===== src/fac_pkg.sv =====
// shared constants, types and decode function for the flash converter sequencer
package fac_pkg;

  localparam int COMPARATOR_COUNT = 64;
  localparam int CODE_WIDTH = 6;
  localparam int RESULT_WIDTH = 7;
  localparam int OVERFLOW_POS = 6;
  localparam logic [RESULT_WIDTH-1:0] OVERFLOW_CODE = 7'h7f;
  localparam logic [RESULT_WIDTH-1:0] RESULT_RESET = 7'h00;
  localparam logic [COMPARATOR_COUNT-1:0] LATCH_RESET = 64'h0;
  localparam int CLOCK_MHZ = 125;
  localparam int DROOP_LIMIT_US = 5;
  localparam int DROOP_CYCLES = DROOP_LIMIT_US * CLOCK_MHZ;
  localparam int HOLD_WIDTH = 10;
  localparam logic [HOLD_WIDTH-1:0] HOLD_RESET = 10'h000;
  localparam logic [HOLD_WIDTH-1:0] HOLD_LIMIT = HOLD_WIDTH'(DROOP_CYCLES);

  typedef enum logic {
    PH_BALANCE,
    PH_ACQUIRE
  } fac_phase_type;

  // count of comparators whose tap lies below the input, overflow when all trip
  function automatic logic [RESULT_WIDTH-1:0] thermometer_to_code(
    input logic [COMPARATOR_COUNT-1:0] cmp
  );
    logic [RESULT_WIDTH-1:0] n;
    n = RESULT_RESET;
    for (int i = 0; i < COMPARATOR_COUNT; i++) begin
      n = n + RESULT_WIDTH'(~cmp[i]);
    end
    if (n == RESULT_WIDTH'(COMPARATOR_COUNT)) begin
      n = OVERFLOW_CODE;
    end
    return n;
  endfunction : thermometer_to_code

endpackage : fac_pkg


===== src/fac_conv_if.sv =====
// carrier between sequencer, decode array and output register
`timescale 1ns/10ps
interface fac_conv_if;
  import fac_pkg::*;

  logic [COMPARATOR_COUNT-1:0] latched;
  logic [RESULT_WIDTH-1:0] result;
  logic load;
  logic clock_enable;
  logic data_enable_n;
  logic all_outputs_enable;

  modport dec (input latched, output result);
  modport drive (output latched, load, clock_enable, data_enable_n, all_outputs_enable,
                 input result);
  modport sink (input result, load, clock_enable, data_enable_n, all_outputs_enable);

endinterface : fac_conv_if


===== src/fac_decoder.sv =====
// decode array from latched comparator states to seven-bit result
`timescale 1ns/10ps
module fac_decoder
  import fac_pkg::*;
(
  fac_conv_if.dec conv
);

  // lsb on bit 0, overflow on the top bit
  assign conv.result = thermometer_to_code(conv.latched);

endmodule : fac_decoder


===== src/fac_flash_adc_timing.sv =====
// conversion phase sequencer for a six-bit flash converter with overflow
`timescale 1ns/10ps
// Contract
// - one conversion per conversion clock period
// - select low: balance high, acquire low
// - select high complements clock into the chip
// - latch 64 states, decode, load on acquire start
// - data enable high floats code, overflow driven
// - all-outputs enable low floats every output
// - select high: latches track whole high level
// - falling edge freezes latches, balance begins
// - next rising edge loads result, new acquire
// - single balance pulse: capture, then load
// - two balance pulses: data after two cycles
// - lowest code bit carries the lsb
module fac_flash_adc_timing
  import fac_pkg::*;
(
  input wire logic i_clock,
  input wire logic i_reset_n,
  input wire logic i_clock_enable,
  input wire logic i_conv_clock,
  input wire logic i_phase_invert,
  input wire logic [COMPARATOR_COUNT-1:0] i_comparators,
  input wire logic i_data_enable_n,
  input wire logic i_all_outputs_enable,
  output logic [CODE_WIDTH-1:0] o_code_bits,
  output logic o_code_bits_oe,
  output logic o_overflow_bit,
  output logic o_overflow_bit_oe,
  output logic o_code_valid,
  output logic o_droop_expired,
  output logic o_acquire_phase
);

  fac_conv_if conv ();

  fac_phase_type phase_r;
  fac_phase_type phase_nxt;
  logic [COMPARATOR_COUNT-1:0] latch_r;
  logic [COMPARATOR_COUNT-1:0] latch_nxt;
  logic captured_r;
  logic valid_r;
  logic valid_nxt;
  logic [HOLD_WIDTH-1:0] hold_r;
  logic [HOLD_WIDTH-1:0] hold_nxt;
  logic droop_r;
  logic droop_nxt;

  // phase decode from the incoming conversion clock
  wire logic acquire_w = ~(i_conv_clock ^ i_phase_invert);
  wire logic in_acquire_w = (phase_r == PH_ACQUIRE);
  wire logic acquire_start_w = i_clock_enable & ~in_acquire_w & acquire_w;
  wire logic acquire_end_w = i_clock_enable & in_acquire_w & ~acquire_w;
  wire logic track_w = i_clock_enable & acquire_w;

  // latches follow comparators while acquiring and hold otherwise
  assign latch_nxt = track_w ? i_comparators : latch_r;

  // one load per acquire start: covers continuous and all pulse sequences
  assign conv.load = acquire_start_w;
  assign conv.latched = latch_r;
  assign conv.clock_enable = i_clock_enable;
  assign conv.data_enable_n = i_data_enable_n;
  assign conv.all_outputs_enable = i_all_outputs_enable;

  // result is valid only once a frozen sample has been loaded
  assign valid_nxt = valid_r | (acquire_start_w & captured_r);

  // acquire hold time, compared with the capacitor droop limit
  wire logic hold_sat_w = (hold_r == HOLD_LIMIT);
  assign hold_nxt = acquire_start_w ? HOLD_RESET :
                    (acquire_w && !hold_sat_w) ? hold_r + 10'h001 : hold_r;
  assign droop_nxt = acquire_start_w ? 1'b0 : (droop_r | (acquire_w & hold_sat_w));

  always_comb begin
    case (phase_r)
      PH_BALANCE: begin
        phase_nxt = acquire_w ? PH_ACQUIRE : PH_BALANCE;
      end
      PH_ACQUIRE: begin
        phase_nxt = acquire_w ? PH_ACQUIRE : PH_BALANCE;
      end
      default: begin
        phase_nxt = PH_BALANCE;
      end
    endcase
  end

  always_ff @(posedge i_clock) begin
    if (!i_reset_n) begin
      phase_r <= PH_BALANCE;
      latch_r <= LATCH_RESET;
      captured_r <= 1'b0;
      valid_r <= 1'b0;
    end else if (i_clock_enable) begin
      phase_r <= phase_nxt;
      latch_r <= latch_nxt;
      captured_r <= captured_r | acquire_end_w;
      valid_r <= valid_nxt;
    end
  end

  always_ff @(posedge i_clock) begin
    if (!i_reset_n) begin
      hold_r <= HOLD_RESET;
      droop_r <= 1'b0;
    end else if (i_clock_enable) begin
      hold_r <= hold_nxt;
      droop_r <= droop_nxt;
    end
  end

  fac_decoder u_decoder (
    .conv (conv)
  );

  fac_output_stage u_output_stage (
    .i_clock (i_clock),
    .i_reset_n (i_reset_n),
    .conv (conv),
    .o_code_bits (o_code_bits),
    .o_code_bits_oe (o_code_bits_oe),
    .o_overflow_bit (o_overflow_bit),
    .o_overflow_bit_oe (o_overflow_bit_oe)
  );

  assign o_code_valid = valid_r;
  assign o_droop_expired = droop_r;
  assign o_acquire_phase = in_acquire_w;

  a_phase_map: assert property (
    @(posedge i_clock) disable iff (!i_reset_n)
    i_clock_enable |=> (o_acquire_phase == ($past(i_conv_clock) == $past(i_phase_invert))))
    else $error("acquire phase does not follow clock and phase select");

  a_latch_track: assert property (
    @(posedge i_clock) disable iff (!i_reset_n)
    (i_clock_enable && (i_conv_clock == i_phase_invert)) |=> (latch_r == $past(i_comparators)))
    else $error("latches did not track comparators during acquire");

  a_latch_freeze: assert property (
    @(posedge i_clock) disable iff (!i_reset_n)
    (i_clock_enable && (i_conv_clock != i_phase_invert)) |=> $stable(latch_r))
    else $error("latches changed during balance phase");

  a_load_once: assert property (
    @(posedge i_clock) disable iff (!i_reset_n)
    conv.load |=> !conv.load)
    else $error("two loads without a balance phase between them");

  a_load_on_start: assert property (
    @(posedge i_clock) disable iff (!i_reset_n)
    (i_clock_enable && !o_acquire_phase && (i_conv_clock == i_phase_invert)) |-> conv.load)
    else $error("acquire start did not load the output register");

  a_continuous_two_cycles: assert property (
    @(posedge i_clock) disable iff (!i_reset_n)
    (i_clock_enable ##1 acquire_end_w ##1 conv.load)
      |=> ({o_overflow_bit, o_code_bits} == thermometer_to_code($past(i_comparators, 3))))
    else $error("frozen sample not presented after the following acquire start");

  a_valid_first: assert property (
    @(posedge i_clock) disable iff (!i_reset_n)
    (!o_code_valid && !captured_r) |=> !o_code_valid)
    else $error("code marked valid before any sample was frozen");

  a_droop_flag: assert property (
    @(posedge i_clock) disable iff (!i_reset_n)
    (i_clock_enable && acquire_w && !acquire_start_w && hold_sat_w) |=> o_droop_expired)
    else $error("droop limit passed without flagging");

  a_overflow_code: assert property (
    @(posedge i_clock) disable iff (!i_reset_n)
    (conv.latched == LATCH_RESET) |-> (conv.result == OVERFLOW_CODE))
    else $error("all comparators tripped but no overflow code");

  a_lsb_order: assert property (
    @(posedge i_clock) disable iff (!i_reset_n)
    ($countones(conv.latched) == (COMPARATOR_COUNT - 1)) |-> (conv.result == 7'h01))
    else $error("single tripped comparator not on lowest code bit");

  a_freeze_phase: assert property (
    @(posedge i_clock) disable iff (!i_reset_n)
    !i_clock_enable |=> $stable(o_acquire_phase))
    else $error("phase moved while clock enable low");

  a_freeze_latch: assert property (
    @(posedge i_clock) disable iff (!i_reset_n)
    !i_clock_enable |=> $stable(latch_r))
    else $error("latches moved while clock enable low");

  a_freeze_valid: assert property (
    @(posedge i_clock) disable iff (!i_reset_n)
    !i_clock_enable |=> $stable(o_code_valid))
    else $error("valid flag moved while clock enable low");

  a_freeze_droop: assert property (
    @(posedge i_clock) disable iff (!i_reset_n)
    !i_clock_enable |=> $stable(o_droop_expired))
    else $error("droop flag moved while clock enable low");

  a_freeze_code: assert property (
    @(posedge i_clock) disable iff (!i_reset_n)
    !i_clock_enable |=> $stable({o_overflow_bit, o_code_bits}))
    else $error("output code moved while clock enable low");

  a_freeze_oe: assert property (
    @(posedge i_clock) disable iff (!i_reset_n)
    !i_clock_enable |=> $stable({o_code_bits_oe, o_overflow_bit_oe}))
    else $error("output enables moved while clock enable low");

  a_freeze_hold: assert property (
    @(posedge i_clock) disable iff (!i_reset_n)
    !i_clock_enable |=> $stable(hold_r))
    else $error("hold counter moved while clock enable low");

  a_load_needs_enable: assert property (
    @(posedge i_clock) disable iff (!i_reset_n)
    !i_clock_enable |-> !conv.load)
    else $error("load issued while clock enable low");

  a_load_not_acquiring: assert property (
    @(posedge i_clock) disable iff (!i_reset_n)
    o_acquire_phase |-> !conv.load)
    else $error("load issued inside an acquire phase");

  a_load_not_balance: assert property (
    @(posedge i_clock) disable iff (!i_reset_n)
    (i_conv_clock != i_phase_invert) |-> !conv.load)
    else $error("load issued while clock level selects balance");

  a_code_stands: assert property (
    @(posedge i_clock) disable iff (!i_reset_n)
    (i_clock_enable && !conv.load) |=> $stable({o_overflow_bit, o_code_bits}))
    else $error("output code changed without a load");

  a_valid_sticky: assert property (
    @(posedge i_clock) disable iff (!i_reset_n)
    o_code_valid |=> o_code_valid)
    else $error("valid flag dropped without reset");

  a_valid_set: assert property (
    @(posedge i_clock) disable iff (!i_reset_n)
    (conv.load && captured_r) |=> o_code_valid)
    else $error("frozen sample loaded but valid flag not set");

  a_capture_on_end: assert property (
    @(posedge i_clock) disable iff (!i_reset_n)
    acquire_end_w |=> captured_r)
    else $error("acquire end did not mark a frozen sample");

  a_phase_enter: assert property (
    @(posedge i_clock) disable iff (!i_reset_n)
    (i_clock_enable && !o_acquire_phase && (i_conv_clock == i_phase_invert)) |=> o_acquire_phase)
    else $error("acquire phase not entered");

  a_phase_leave: assert property (
    @(posedge i_clock) disable iff (!i_reset_n)
    (i_clock_enable && o_acquire_phase && (i_conv_clock != i_phase_invert)) |=> !o_acquire_phase)
    else $error("acquire phase not left on balance level");

  a_hold_clear: assert property (
    @(posedge i_clock) disable iff (!i_reset_n)
    conv.load |=> (hold_r == HOLD_RESET))
    else $error("hold counter not cleared at acquire start");

  a_droop_clear: assert property (
    @(posedge i_clock) disable iff (!i_reset_n)
    conv.load |=> !o_droop_expired)
    else $error("droop flag not cleared at acquire start");

  a_hold_bound: assert property (
    @(posedge i_clock) disable iff (!i_reset_n)
    hold_r <= HOLD_LIMIT)
    else $error("hold counter ran past the droop limit");

  a_droop_sticky: assert property (
    @(posedge i_clock) disable iff (!i_reset_n)
    (o_droop_expired && !conv.load) |=> o_droop_expired)
    else $error("droop flag dropped before the next acquire start");

  a_droop_late: assert property (
    @(posedge i_clock) disable iff (!i_reset_n)
    (!o_droop_expired && !hold_sat_w) |=> !o_droop_expired)
    else $error("droop flag raised before the limit");

  a_zero_code: assert property (
    @(posedge i_clock) disable iff (!i_reset_n)
    (conv.latched == ~LATCH_RESET) |-> (conv.result == RESULT_RESET))
    else $error("no tripped comparator but nonzero code");

  a_code_range: assert property (
    @(posedge i_clock) disable iff (!i_reset_n)
    (conv.result <= 7'h3f) || (conv.result == OVERFLOW_CODE))
    else $error("decoded code outside the legal set");

  a_ovf_full: assert property (
    @(posedge i_clock) disable iff (!i_reset_n)
    conv.result[OVERFLOW_POS] |-> (conv.result == OVERFLOW_CODE))
    else $error("overflow bit set without all code bits high");

  a_half_scale: assert property (
    @(posedge i_clock) disable iff (!i_reset_n)
    ($countones(conv.latched) == 32) |-> (conv.result == 7'h20))
    else $error("half scale input not on the top code bit");

endmodule : fac_flash_adc_timing


===== src/fac_output_stage.sv =====
// output registers and three-state enables for code and overflow
`timescale 1ns/10ps
module fac_output_stage
  import fac_pkg::*;
(
  input wire logic i_clock,
  input wire logic i_reset_n,
  fac_conv_if.sink conv,
  output logic [CODE_WIDTH-1:0] o_code_bits,
  output logic o_code_bits_oe,
  output logic o_overflow_bit,
  output logic o_overflow_bit_oe
);

  logic [RESULT_WIDTH-1:0] result_r;
  logic code_oe_r;
  logic ovf_oe_r;

  wire logic code_oe_nxt = conv.all_outputs_enable & ~conv.data_enable_n;
  wire logic ovf_oe_nxt = conv.all_outputs_enable;

  always_ff @(posedge i_clock) begin
    if (!i_reset_n) begin
      result_r <= RESULT_RESET;
      code_oe_r <= 1'b0;
      ovf_oe_r <= 1'b0;
    end else if (conv.clock_enable) begin
      if (conv.load) begin
        result_r <= conv.result;
      end
      code_oe_r <= code_oe_nxt;
      ovf_oe_r <= ovf_oe_nxt;
    end
  end

  assign o_code_bits = result_r[CODE_WIDTH-1:0];
  assign o_overflow_bit = result_r[OVERFLOW_POS];
  assign o_code_bits_oe = code_oe_r;
  assign o_overflow_bit_oe = ovf_oe_r;

  a_load_code: assert property (
    @(posedge i_clock) disable iff (!i_reset_n)
    (conv.clock_enable && conv.load) |=> ({o_overflow_bit, o_code_bits} == $past(conv.result)))
    else $error("output register did not take decoded result on load");

  a_data_tristate: assert property (
    @(posedge i_clock) disable iff (!i_reset_n)
    (conv.clock_enable && conv.data_enable_n) |=> !o_code_bits_oe)
    else $error("code bits driven while data enable is inactive");

  a_all_tristate: assert property (
    @(posedge i_clock) disable iff (!i_reset_n)
    (conv.clock_enable && !conv.all_outputs_enable) |=> (!o_code_bits_oe && !o_overflow_bit_oe))
    else $error("outputs driven while all-outputs enable is low");

  a_ovf_driven: assert property (
    @(posedge i_clock) disable iff (!i_reset_n)
    (conv.clock_enable && conv.all_outputs_enable) |=> o_overflow_bit_oe)
    else $error("overflow not driven with all-outputs enable high");

endmodule : fac_output_stage


===== config.mk =====
export PLATFORM = sky130hd
export DESIGN_NAME = fac_flash_adc_timing
export DESIGN_NICKNAME = d
export VERILOG_FILES = /design/src/fac_pkg.sv /design/src/fac_conv_if.sv /design/src/fac_decoder.sv /design/src/fac_flash_adc_timing.sv /design/src/fac_output_stage.sv
export SDC_FILE = /design/constraint.sdc
export NUM_CORES = 1
export LEC_CHECK = 0
export BUFFER_PORTS_ARGS = -buffer_cell sky130_fd_sc_hd__buf_4
export CELL_PAD_IN_SITES_DETAIL_PLACEMENT = 0
export CELL_PAD_IN_SITES_GLOBAL_PLACEMENT = 1
export CORE_ASPECT_RATIO = 1.25
export CORE_MARGIN = 2
export CORE_UTILIZATION = 43
export DETAILED_ROUTE_END_ITERATION = 10
export MAX_ROUTING_LAYER = met4
export PLACE_DENSITY_LB_ADDON = 0.1
export SYNTH_ARGS = -nofsm -noshare
export SYNTH_HDL_FRONTEND = slang
export SYNTH_HIERARCHICAL = 1
export SYNTH_SLANG_ARGS = --single-unit

===== constraint.sdc =====
create_clock -name i_clock -period 8.68 [get_ports i_clock]
set_input_delay 2.604 -clock i_clock [delete_from_list [all_inputs] [get_ports i_clock]]
set_output_delay 2.604 -clock i_clock [all_outputs]
set_load 0.005 [all_outputs]

### Yosys cells after proc, flatten, opt, wreduce, memory -nomap -nowiden

Cells that the tools add are included.

* register bits: 87
* input port bits: 71
* output and inout port bits: 12
* logic and storage cells: 165

* $add $sub $neg: 64
* equality and inequality tests: 2
* muxes and demuxes: 5
* bitwise gates (word level): 79
* reductions and logical operators: 6

Operators by type and width (count)
* $not 1->7: 64
* $add 7x7->7: 63
* $mux 10: 2
* $add 10x1->10 const B: 1
* $eq 10x10->1 const B: 1
* $and 1x1->1: 8
* $eq 7x7->1 const B: 1
* $mux 7: 1
* $reduce_and 2->1: 3
* $not 1->1: 3
* $or 1x1->1: 3
* $mux 1: 2
* $reduce_bool 2->1: 1
* $logic_and 1x1->1: 1
* $logic_not 1->1: 1
* $xor 1x1->1: 1

### Logic depth before layout (Yosys ltp)

* word-level depth: 66
* gate-level depth with buffers: 22
* mapped depth without buffers: 22

### Modules after synthesis

Netlist, hierarchy kept.

By module, submodules not included
* fac_flash_adc_timing: times used 1, cells each 364, area each 2905.3 um^2, sequential area each 1561.5 um^2
* fac_decoder: times used 1, cells each 191, area each 1829.3 um^2, sequential area each 0.0 um^2
* fac_output_stage: times used 1, cells each 40, area each 371.6 um^2, sequential area each 180.2 um^2

### Worst setup path before layout

No wires, ideal clock.

* path type: flip-flop to flip-flop
* from: register latch_r[41], in the netlist conv.latched[41]
* to: register u_output_stage.result_r[0]
* setup time: 117 ps
* arrival time: 6040 ps
* data required time: 8563 ps
* setup slack: 2523 ps
* stages on the path, launching flop included: 23
* buffers on the path: 0
* period minus slack after synthesis: 6157 ps
* path through: dfxtp_1 -> inv_1 -> fa_1 -> inv_1 -> fa_1 -> inv_1 -> fa_1 -> inv_1 -> fa_1 -> inv_1 -> fa_1 -> fa_1 -> fa_1 -> fa_1 -> ha_1 -> inv_1 -> fa_1 -> nand2b_1 -> a21oi_1 -> mux2i_1 -> o31ai_1 -> nand4_1 -> o21ai_1

* word-level cells in the longest chain between the ends: 26

RTL lines
* start: declaration: line fac_flash_adc_timing.sv:40 `logic [COMPARATOR_COUNT-1:0] latch_r;`
* start signal: assignment: line fac_flash_adc_timing.sv:98 `latch_r <= latch_nxt;`
* $not 1->7 *: line fac_pkg.sv:30 `n = n + RESULT_WIDTH'(~cmp[i]);`
* $add 7x7->7 * (23 in a row): line fac_pkg.sv:30
* $eq 7x7->1: line fac_pkg.sv:32 `if (n == RESULT_WIDTH'(COMPARATOR_COUNT)) begin`
* $mux 7 *: line fac_pkg.sv:32
* named net conv.result[0]: line fac_conv_if.sv:7 `logic [RESULT_WIDTH-1:0] result;`
* end signal: assignment: line fac_output_stage.sv:29 `result_r <= conv.result;`
* end: declaration: line fac_output_stage.sv:15 `logic [RESULT_WIDTH-1:0] result_r;`

Mark *: on every way through the listed nets, which the timed path passes. The rest lies on a longest branch.
A chain may end at the register's enable or synchronous reset.

### Worst setup path after layout

* from: register latch_r[41], in the netlist conv.latched[41]
* to: register u_output_stage.result_r[2]

Same word-level chain as after synthesis.

==> flow_summary.json <==
{
  "status": "completed",
  "final_common_cell": "nand2_1",
  "die_width_um": 101,
  "insertion_delay_ns": 0.34,
  "grt_usage": 0.195,
  "crit_chain": "inv_1, fa_1, inv_1, fa_1, inv_1, fa_1, inv_1, fa_1, inv_1, fa_1, fa_1, fa_1, fa_1, ha_1, inv_1, fa_1, nand2b_1, a21oi_1, mux2i_1, o31ai_1, nand4_1, o21ai_1",
  "cts_buffer_depth": 2,
  "core_mm2": 0.0116,
  "cts_resized": 0,
  "max_cap_violations": 0,
  "synth_edf_count": 0,
  "crit_buf_inv": 6,
  "core.rowCount": 44,
  "cts_setup_buffers": 0,
  "crit_type": "reg2reg",
  "fin_crit_ns": 6.55,
  "yosys.area_share.xor_xnor": 0.0118,
  "dieArea_mm2": 0.0128,
  "crit_fanout": 6,
  "first_pass_iters": 4,
  "path_common_cell": "fa_1",
  "final_max_slew_viol_count": 0,
  "viasPerCell": 4.77,
  "syn_inst": 595,
  "numPortBuffers": 82,
  "cts_buffers": 9,
  "min_period_over_period": 0.755,
  "critPathMaxStageDelay_ns": 0.55,
  "crit_family": "adder cells",
  "design_area_mm2": 0.00608,
  "fmax_mhz": 153,
  "ys_seq_area_frac": 0.341,
  "ios": 83,
  "required_ns": 8.90,
  "ys_async_sr_fraction": 0,
  "clkTransAtPathRegs_ns": 0.06,
  "synth-seq-cells": 87,
  "r2r_slack_ns": 2.13,
  "yosysWarnings": 6,
  "start_util": 0.440,
  "hold_start": "u_output_stage/result_r[2]",
  "grt_pass1_vias": 4271,
  "synth-compound-area-share": 0.113,
  "hold_end": "u_output_stage/result_r[2]",
  "r2r_end": "u_output_stage/result_r[2]",
  "synth_top_family_by_area": "adder cells",
  "wirelength_um": 11000,
  "syn_to_final_growth_pct": 19.2,
  "setup.worst_path.end_class": "flip-flop",
  "synth_area_per_cell_um2": 8.58,
  "drive_above_1_share": 0.163,
  "finalNetCount": 804,
  "grt_pass1_wl_um": 19300,
  "routed-wl-met3_um": 333,
  "setup_tns_ns": 0,
  "antenna_left": 0,
  "first_iter_violations": 115,
  "crit_arrival_ns": 6.78,
  "reg2regPathDepth": 22,
  "cts_tree": "done",
  "ys.flop_type": "dfxtp_1",
  "slowest_stage": "fa_1",
  "htreeDepth": 3,
  "grt-ovfl-total": 0,
  "crit_start": "conv.latched[41]",
  "r2r-start": "conv.latched[41]",
  "place_congestion": 0.830,
  "cts_root_buffer": "clkbuf_16",
  "start_kind": "flip-flop",
  "setup_violations": 0,
  "cts_sinks": 87,
  "finalClockSkew_ns": 0.00546,
  "vias": 3950,
  "synthMuxAreaShare": 0.00392,
  "syn-num-nets": 737,
  "holdPathStages": 2,
  "rsz0062_at_grt": "false",
  "max_slew.worst_pin.slew_ns": 1.10,
  "dpl_cell_area_mm2": 0.00578,
  "dieHeight_um": 126,
  "most-common-layout-cells": "nand2_1, inv_1, dfxtp_1",
  "min_path_type": "reg2reg",
  "antenna_found_initial": 0,
  "synth_area_mm2": 0.00511,
  "relSlewSlack": 0.266,
  "highest_layer": "met4",
  "wl_per_cell_um": 13.3,
  "drc_errors": 0,
  "synth-simple-area-share": 0.178,
  "wl_met2_um": 5730,
  "wl_met1_um": 4860,
  "dpl.hpwl_um": 8300,
  "insertedDiodeCount": 0,
  "grt_max_degree": 67,
  "hold_buffers": 0,
  "synth_cell_types": 47,
  "hold_violations": 0,
  "yosys.area_share.adder": 0.253
}
per-stage QoR:
step,cells,utilization,setup WS [ns],hold WS [ns]
6_report,828,0.524,2.13,0.448
5_1_grt,828,0.524,1.73,0.477
4_1_cts,828,0.524,2.10,0.454
3_5_place_dp,812,0.498,2.11,0.445
3_3_place_gp,812,0.498,2.24,0.442
2_1_floorplan,595,-,2.52,0.436
worst min-delay path, cell delays in order (launching register included):
cell and delay [ns]:
dfxtp_1 0.31, nand2_1 0.05, o21ai_1 0.05
worst max path at each step:
stage,cells after the start,slack [ns],endpoint
final,22,2.13,u_output_stage/result_r[2]
after global routing,22,1.73,u_output_stage/result_r[4]
after CTS,22,2.10,u_output_stage/result_r[0]
after detailed placement,22,2.11,u_output_stage/result_r[4]
after global placement,22,2.24,u_output_stage/result_r[2]
after floorplan,22,2.52,u_output_stage/result_r[0]
synthesized netlist by cell type, drive strengths merged, types with 3 or more instances:
master / n / area (µm²)
or3: 3 / 18.8
nor2: 14 / 52.6
buf: 18 / 118
clkbuf: 10 / 37.5
nand2b: 3 / 18.8
o31ai: 6 / 45.0
inv: 94 / 353
and2: 5 / 33.8
dfxtp: 87 / 1740
ha: 17 / 213
xor2: 4 / 35.0
a21oi: 72 / 364
nand3: 12 / 65.1
nand2: 142 / 536
and3: 6 / 37.5
o21ai: 12 / 63.8
fa: 54 / 1080
nand4: 11 / 68.8
flip-flops by register name (all words and copies together) (netlist names):
register,flops
captured_r,1
u_output_stage/o_code_bits_oe,1
u_output_stage/result_r,7
u_output_stage/o_overflow_bit_oe,1
o_code_valid,1
o_droop_expired,1
hold_r,10
conv.latched,64
o_acquire_phase,1
area by class of cell:
type	instances	area (µm²)
sequential	87	1740
inverter	94	353
tap	161	201
multi-input combinational	386	2860
timing repair buffer	84	631
clock inverter	4	53.8
fill	1146	5530
clock buffer	12	246
metal layers:
layer,up-vias,GRT usage
li1,2003,-
met1,1884,0.233
met2,55,0.340
met3,8,0.0305
met4,0,0.0533
met5,-,-
cell families after synthesis:
group / Yosys count
adder cells (fa/ha/maj): 71
buffers and inverters: 122
XOR/XNOR: 6
AND/OR/NAND/NOR: 206
flip-flops: 87
multiplexers: 2
AO/OA/AOI/OAI: 101
Power is left out: the tool's default activity adds up to more than one toggle a clock period on the data nets, which glitch-free logic cannot reach.
